## src/include/crs_regs.svh

```systemverilog
// Overview of operation
// - Power-up enters wait_for_activation, after_power_up.
// - Valid activate moves to challenge wait, 00.
// - Valid challenge reply moves to wait_for_card, 00.
// - Activation steps keep the previous antecedent.
// - Good card sends data, after_good_card.
// - Card timeout sends empty report, after_card_timeout.
// - Invalid reply gives after_failed_check, 02 or 04.
// - Reply timeout silently gives after_answer_timeout.
// - Late challenge reply answers 07.
// - Late reply leaves state and antecedent unchanged.
// - State query works in any state except low power.
// - State is main state plus antecedent.
// - Card data may come as two blocks.
// - Next card accepted without added delay.
// - Optionally withhold card data until mutual authentication.
// - Commands only after attach identification completes.
// - Session close enters low power until reopened.
`ifndef CRS_REGS_SVH
`define CRS_REGS_SVH

// ----------------------------------------------------------------------
// Response codes
// ----------------------------------------------------------------------
`define CRS_RSP_OK       8'h00
`define CRS_RSP_FAIL     8'h02
`define CRS_RSP_FAIL_ALT 8'h04
`define CRS_RSP_SEQ_ERR  8'h07

// ----------------------------------------------------------------------
// Timing
// ----------------------------------------------------------------------
`define CRS_TIMER_W      32

`endif

```

## src/include/crs_pkg.sv

```systemverilog
`default_nettype none
package crs_pkg;

  // --------------------------------------------------------------------
  // States and commands
  // --------------------------------------------------------------------
  typedef enum logic [1:0] {
    wait_for_activation,
    wait_for_challenge_answer,
    wait_for_card
  } crs_main_t;

  typedef enum logic [2:0] {
    after_power_up,
    after_good_card,
    after_bad_card,
    after_card_timeout,
    after_answer_timeout,
    after_failed_check
  } crs_ante_t;

  typedef enum logic [2:0] {
    op_activate,
    op_challenge_reply,
    op_get_state,
    op_close,
    op_open,
    op_secure
  } crs_op_t;

  // --------------------------------------------------------------------
  // Carriers
  // --------------------------------------------------------------------
  typedef struct packed {
    logic    valid;
    crs_op_t op;
    logic    check_ok;
    logic    alt_code;
    logic    arg;
  } crs_cmd_t;

  typedef struct packed {
    logic       valid;
    logic [7:0] code;
    crs_main_t  state;
    crs_ante_t  ante;
  } crs_rsp_t;

  typedef struct packed {
    logic       valid;
    logic [7:0] data;
    logic       second;
    logic       done;
    logic       good;
  } crs_card_t;

  typedef struct packed {
    logic       valid;
    logic [7:0] data;
    logic       second;
    logic       last;
    logic       empty;
  } crs_rpt_t;

endpackage
`default_nettype wire

```

## src/rtl/crs_session.sv

```systemverilog
`timescale 1ns/1ps
`default_nettype none
`include "crs_regs.svh"

module crs_session
  import crs_pkg::*;
#(
  parameter int TW = `CRS_TIMER_W
) (
  input  wire logic          clock_i,
  input  wire logic          rst_i,
  input  wire logic          clk_en_i,
  input  wire logic          attach_pin_i,
  input  wire logic          ident_ok_i,
  input  wire logic          mutual_ok_i,
  input  wire logic [TW-1:0] reply_limit_i,
  input  wire logic [TW-1:0] card_limit_i,
  input  wire crs_cmd_t      cmd_i,
  input  wire crs_card_t     card_i,
  output crs_rsp_t           rsp_o,
  output crs_rpt_t           rpt_o,
  output crs_main_t          state_o,
  output crs_ante_t          ante_o,
  output logic               low_power_o,
  output logic               secure_o,
  output logic               avail_o
);

  // --------------------------------------------------------------------
  // State
  // --------------------------------------------------------------------
  crs_main_t       main_st;
  crs_ante_t       ante;
  logic            low_power;
  logic            secure;
  logic            avail;
  logic            att_s1;
  logic            att_s2;
  logic [TW-1:0]   timer;
  crs_rsp_t        rsp;
  crs_rpt_t        rpt;

  crs_main_t       next_main;
  crs_ante_t       next_ante;
  logic            next_low_power;
  logic            next_secure;
  crs_rsp_t        next_rsp;
  crs_rpt_t        next_rpt;

  // --------------------------------------------------------------------
  // Decoding
  // --------------------------------------------------------------------
  wire logic          in_act   = (main_st == wait_for_activation);
  wire logic          in_chal  = (main_st == wait_for_challenge_answer);
  wire logic          in_card  = (main_st == wait_for_card);
  wire logic [TW-1:0] limit    = in_chal ? reply_limit_i : card_limit_i;
  wire logic          timing   = (in_chal || in_card) && !low_power;
  wire logic          time_up  = timing && (timer >= limit);
  wire logic          card_end = in_card && !low_power && card_i.done;
  wire logic          ev_any   = card_end || time_up;
  wire logic          cmd_live = cmd_i.valid && avail;
  wire logic          cmd_take = cmd_live && !low_power && !ev_any;
  wire logic          allow    = !secure || mutual_ok_i;
  wire logic          fwd      = in_card && !low_power && card_i.valid && allow;
  wire logic          is_act   = (cmd_i.op == op_activate);
  wire logic          is_reply = (cmd_i.op == op_challenge_reply);
  wire logic          entering = (next_main != main_st);

  // Keeps every response stamped with the state it answered from.
  function automatic crs_rsp_t mk_rsp(input logic [7:0] code,
                                      input crs_main_t st,
                                      input crs_ante_t an);
    crs_rsp_t r;
    r.valid = 1'b1;
    r.code  = code;
    r.state = st;
    r.ante  = an;
    return r;
  endfunction

  // --------------------------------------------------------------------
  // Next state
  // --------------------------------------------------------------------
  // A command landing in the same cycle as a card or timer event refers
  // to a state that is already gone, so it gets a sequence error.
  always_comb begin
    next_main      = main_st;
    next_ante      = ante;
    next_low_power = low_power;
    next_secure    = secure;
    next_rsp       = '0;
    next_rpt       = '0;
    if (fwd) begin
      next_rpt.valid  = 1'b1;
      next_rpt.data   = card_i.data;
      next_rpt.second = card_i.second;
      next_rpt.last   = card_i.done;
    end
    if (card_end) begin
      next_main = wait_for_activation;
      next_ante = card_i.good ? after_good_card : after_bad_card;
    end else if (time_up && in_card) begin
      next_main       = wait_for_activation;
      next_ante       = after_card_timeout;
      next_rpt        = '0;
      next_rpt.valid  = 1'b1;
      next_rpt.empty  = 1'b1;
      next_rpt.last   = 1'b1;
    end else if (time_up) begin
      next_main = wait_for_activation;
      next_ante = after_answer_timeout;
    end
    if (cmd_live && ev_any) begin
      next_rsp = mk_rsp(`CRS_RSP_SEQ_ERR, main_st, ante);
    end else if (cmd_live && low_power) begin
      if (cmd_i.op == op_open) begin
        next_low_power = 1'b0;
        next_rsp       = mk_rsp(`CRS_RSP_OK, main_st, ante);
      end
    end else if (cmd_take) begin
      unique case (cmd_i.op)
        op_get_state: begin
          next_rsp = mk_rsp(`CRS_RSP_OK, main_st, ante);
        end
        op_close: begin
          next_low_power = 1'b1;
          next_rsp       = mk_rsp(`CRS_RSP_OK, main_st, ante);
        end
        op_open: begin
          next_rsp = mk_rsp(`CRS_RSP_OK, main_st, ante);
        end
        op_secure: begin
          next_secure = cmd_i.arg;
          next_rsp    = mk_rsp(`CRS_RSP_OK, main_st, ante);
        end
        op_activate: begin
          if (in_act) begin
            next_main = wait_for_challenge_answer;
            next_rsp  = mk_rsp(`CRS_RSP_OK, main_st, ante);
          end else begin
            next_rsp = mk_rsp(`CRS_RSP_SEQ_ERR, main_st, ante);
          end
        end
        op_challenge_reply: begin
          if (in_chal && cmd_i.check_ok) begin
            next_main = wait_for_card;
            next_rsp  = mk_rsp(`CRS_RSP_OK, main_st, ante);
          end else if (in_chal) begin
            next_main = wait_for_activation;
            next_ante = after_failed_check;
            next_rsp  = mk_rsp(cmd_i.alt_code ? `CRS_RSP_FAIL_ALT : `CRS_RSP_FAIL,
                               main_st, ante);
          end else begin
            next_rsp = mk_rsp(`CRS_RSP_SEQ_ERR, main_st, ante);
          end
        end
        default: begin
          next_rsp = mk_rsp(`CRS_RSP_SEQ_ERR, main_st, ante);
        end
      endcase
    end
  end

  // --------------------------------------------------------------------
  // Attach pin synchroniser and availability
  // --------------------------------------------------------------------
  always_ff @(posedge clock_i or posedge rst_i) begin
    if (rst_i) begin
      att_s1 <= 1'b0;
      att_s2 <= 1'b0;
    end else if (clk_en_i) begin
      att_s1 <= attach_pin_i;
      att_s2 <= att_s1;
    end
  end

  // Detaching drops availability, so the next attach must identify again.
  always_ff @(posedge clock_i or posedge rst_i) begin
    if (rst_i) begin
      avail <= 1'b0;
    end else if (clk_en_i) begin
      avail <= att_s2 && (avail || ident_ok_i);
    end
  end

  // --------------------------------------------------------------------
  // Main registers
  // --------------------------------------------------------------------
  always_ff @(posedge clock_i or posedge rst_i) begin
    if (rst_i) begin
      main_st   <= wait_for_activation;
      ante      <= after_power_up;
      low_power <= 1'b0;
      secure    <= 1'b0;
    end else if (clk_en_i) begin
      main_st   <= next_main;
      ante      <= next_ante;
      low_power <= next_low_power;
      secure    <= next_secure;
    end
  end

  // The wait timer is held at zero in low power instead of expiring unseen.
  always_ff @(posedge clock_i or posedge rst_i) begin
    if (rst_i) begin
      timer <= '0;
    end else if (clk_en_i) begin
      if (entering || !timing) begin
        timer <= '0;
      end else begin
        timer <= timer + 1'b1;
      end
    end
  end

  always_ff @(posedge clock_i or posedge rst_i) begin
    if (rst_i) begin
      rsp <= '0;
      rpt <= '0;
    end else if (clk_en_i) begin
      rsp <= next_rsp;
      rpt <= next_rpt;
    end
  end

  assign rsp_o       = rsp;
  assign rpt_o       = rpt;
  assign state_o     = main_st;
  assign ante_o      = ante;
  assign low_power_o = low_power;
  assign secure_o    = secure;
  assign avail_o     = avail;

  wire logic step = clk_en_i;
endmodule // crs_session
`default_nettype wire

```

## config.mk

```make
export PLATFORM = sky130hd
export DESIGN_NAME = crs_session
export DESIGN_NICKNAME = d
export VERILOG_FILES = /design/src/include/crs_pkg.sv /design/src/rtl/crs_session.sv
export VERILOG_INCLUDE_DIRS = /design/src /design/src/include
export SDC_FILE = /design/constraint.sdc
export NUM_CORES = 1
export LEC_CHECK = 0
export ABC_AREA = 1
export BUFFER_PORTS_ARGS = -buffer_cell sky130_fd_sc_hd__buf_2
export CAP_MARGIN = 20
export CORE_MARGIN = 2
export CORE_UTILIZATION = 25
export CTS_BUF_LIST = sky130_fd_sc_hd__clkbuf_8 sky130_fd_sc_hd__clkbuf_16
export CTS_CLUSTER_DIAMETER = 120
export DETAILED_ROUTE_END_ITERATION = 8
export PLACE_DENSITY = 0.47
export SLEW_MARGIN = 20
export SYNTH_ARGS = -nofsm -noshare
export SYNTH_HDL_FRONTEND = slang
export SYNTH_SLANG_ARGS = --single-unit
```

## constraint.sdc

```tcl
create_clock -name clock_i -period 7.19 [get_ports clock_i]
set_clock_uncertainty 0.2 [all_clocks]
set_input_delay 0.719 -clock clock_i [delete_from_list [all_inputs] [get_ports clock_i]]
set_output_delay 0.719 -clock clock_i [all_outputs]
set_load 0.02 [all_outputs]
```

==> results.cfg <==
[critical_path]
cp_slowest_cell = nor2_4
reg2reg_to = timer[3]
path_class = reg2reg
cp.arrival_ps = 4290
r2r_cells = 25
r2r_slack_ps = 2890
required_ps = 7180
path_max_fanout = 35
r2r_start = state_o[1]
cpMostUsedCell = nand2_1
start_kind = register
slowest_delay_ps = 580
cp-end-kind = register

[drt]
drc = 0
via_count = 3924
wl_per_cell_um = 12.8
drt_first_pass_iters = 4
via_per_inst = 4.47
wl_mm = 11.3
ant_nets = 0
drt_iter0_drc = 206

[power_and_ir_drop]
clock_power_share_pct = 37.2
combPwrFrac_pct = 26.1
switching_power_mw = 0.352
peakVddDrop_v = 0.0000898
power_density_mw_per_mm2 = 203
internal_power_mw = 0.743
pwr-share-seq_pct = 36.7
swShare_pct = 32.2
leakage_nw = 2.89
total_power_mw = 1.09

[floorplanning]
die_area_mm2 = 0.0184
core_mm2 = 0.0171
pin_count = 123
die_w_um = 136
die_height_um = 136
start_util_pct = 25.3
num_rows = 48

[outcome]
status = finished, final reports clean

[layout]
area_growth_pct = 24.6
drive_above_1_share_pct = 23.0
nets = 774
diodes = 0

[timing]
slew_violations = 0
timing.final.hold_violations = 0
tns_ps = 0
setup_viol = 0
fmax_mhz = 233
worst_slew_pin_slew_ps = 815
fin_crit_ps = 4300
rsz0062_at_grt = false
period_share_pct = 59.8
slew_headroom_pct = 45.7

[clock_tree]
postCtsHoldBufs = 0
cts_buffers = 9
clock_latency_ps = 340
cts_max_path_buffers = 2
cts.root.buffer_cell = clkbuf_16
cts.sinks = 63
cts_resized = 0
clkTransAtPathRegs_ps = 60
cts_tree = done
postCtsSetupBuffers = 0
cts-htree-levels = 3

[yosys]
synth-edff-count = 0
ys_ff_latch = 63
ys_seq_area_share_pct = 36.3
netlist_instances = 533
synth.largest_area_cell = dfrtp_1
yosys-top-cells-area = dfrtp_1, ha_1, nand2_1
synth_area_mm2 = 0.00434
postSynthAreaPerCell_um2 = 8.14
synth_flop_cell = dfrtp_1
yosysTopAreaCellShare_pct = 36.3
synth_warnings = 0
asyncSetResetFlopFracSynth_pct = 100
yosysMostFrequentCell = nand2_1
synth_commonest_cells = nand2_1, nor2_1, dfrtp_1
ys_types = 40

[placement]
place_congestion = 0.868
portBuffers = 117
hpwlAfterDp_mm = 8.50

[hold_path]
min_delay_worst_endpoint = rsp_o[13]
min_path_cells = 2
hp-class = reg2reg
min_from = rsp_o[13]

[global_routing]
grt_pass1_vias = 3905
grt-ovfl-total = 0
grt_pass1_wl_mm = 18.3
grt_util_all_layers_pct = 12.6
grt_max_degree = 64
antenna_found_initial = 1

[job]
cap_violations = 0
[metal layers]
layer  track usage (%)  share of wire [%]
met3              3.22                6.4
met1              15.9                 46
met4              5.73                2.4
met5                 0              0.098
met2              20.4                 45
[through the flow]
step / util (%) / hold slack [ps] / instances / worst slack (ps) / instance area (µm²)
floorplan: - / 246 / 537 / 3410 / 4350
global placement: 29.9 / 266 / 862 / 2590 / 5120
detailed placement: 29.9 / 271 / 862 / 2390 / 5120
CTS: 31.5 / 286 / 877 / 2380 / 5400
global route: 31.6 / 305 / 877 / 2380 / 5410
finish: 31.6 / 278 / 877 / 2890 / 5410
[critical path: cells and delay by family (launching register included)]
family / cells / cell delay [ps]
AND/OR/NAND/NOR: 19 / 2100
adder cells (fa/ha/maj): 2 / 840
buffers and inverters: 4 / 560
flip-flops: 1 / 440
[power groups by stage]
stage | Sequential (mW) | Clock, mW | Combinational, mW
floorplan | 0.419 | 0 | 0.187
global placement | 0.406 | 0 | 0.284
detailed placement | 0.406 | 0 | 0.291
CTS | 0.401 | 0.420 | 0.292
global route | 0.405 | 0.433 | 0.327
finish | 0.402 | 0.407 | 0.286
[cell usage in the layout, fill, tap and decap left out, types with 17 or more instances in the layout]
master | Yosys | layout
nand2_1 | 102 | 102
o21ai_0 | 22 | 22
ha_1 | 37 | 36
dfrtp_1 | 63 | 63
mux2i_1 | 31 | 31
nor2_1 | 76 | 76
nand3_1 | 17 | 17
inv_1 | 54 | 56
a21oi_1 | 21 | 21
buf_2 | 0 | 117
[flip-flops by register name, indices dropped and copies added (netlist names)]
| register | flops |
|---|---|
| att_s2 | 1 |
| low_power_o | 1 |
| rsp_o | 9 |
| ante_o | 3 |
| avail_o | 1 |
| secure_o | 1 |
| state_o | 2 |
| rpt_o | 12 |
| timer | 32 |
| att_s1 | 1 |
[cell families after synthesis]
group	synth area share [%]
other	0.0864
AO/OA/AOI/OAI	9.86
multiplexers	7.15
flip-flops	36.3
buffers and inverters	7.67
AND/OR/NAND/NOR	23.4
XOR/XNOR	4.85
adder cells (fa/ha/maj)	10.7
[worst max-delay path by stage]
| stage | start | to | slack, ps |
|---|---|---|---|
| 4_1_cts | state_o[1] | timer[3] | 2380 |
| 2_1_floorplan | state_o[1] | timer[26] | 3410 |
| 5_1_grt | state_o[1] | timer[16] | 2380 |
| 3_3_place_gp | state_o[1] | timer[14] | 2590 |
| 3_5_place_dp | state_o[1] | timer[28] | 2390 |
| 6_report | state_o[1] | timer[3] | 2890 |
[area by class of cell]
class / instances / area [µm²]
Clock inverter: 3 / 11.3
Tap cell: 225 / 282
Clock buffer: 12 / 267
Fill cell: 1832 / 11700
Inverter: 58 / 220
Sequential cell: 63 / 1580
Multi-Input combinational cell: 398 / 2460
Timing Repair Buffer: 118 / 593
(Power assumes the default switching activity.)
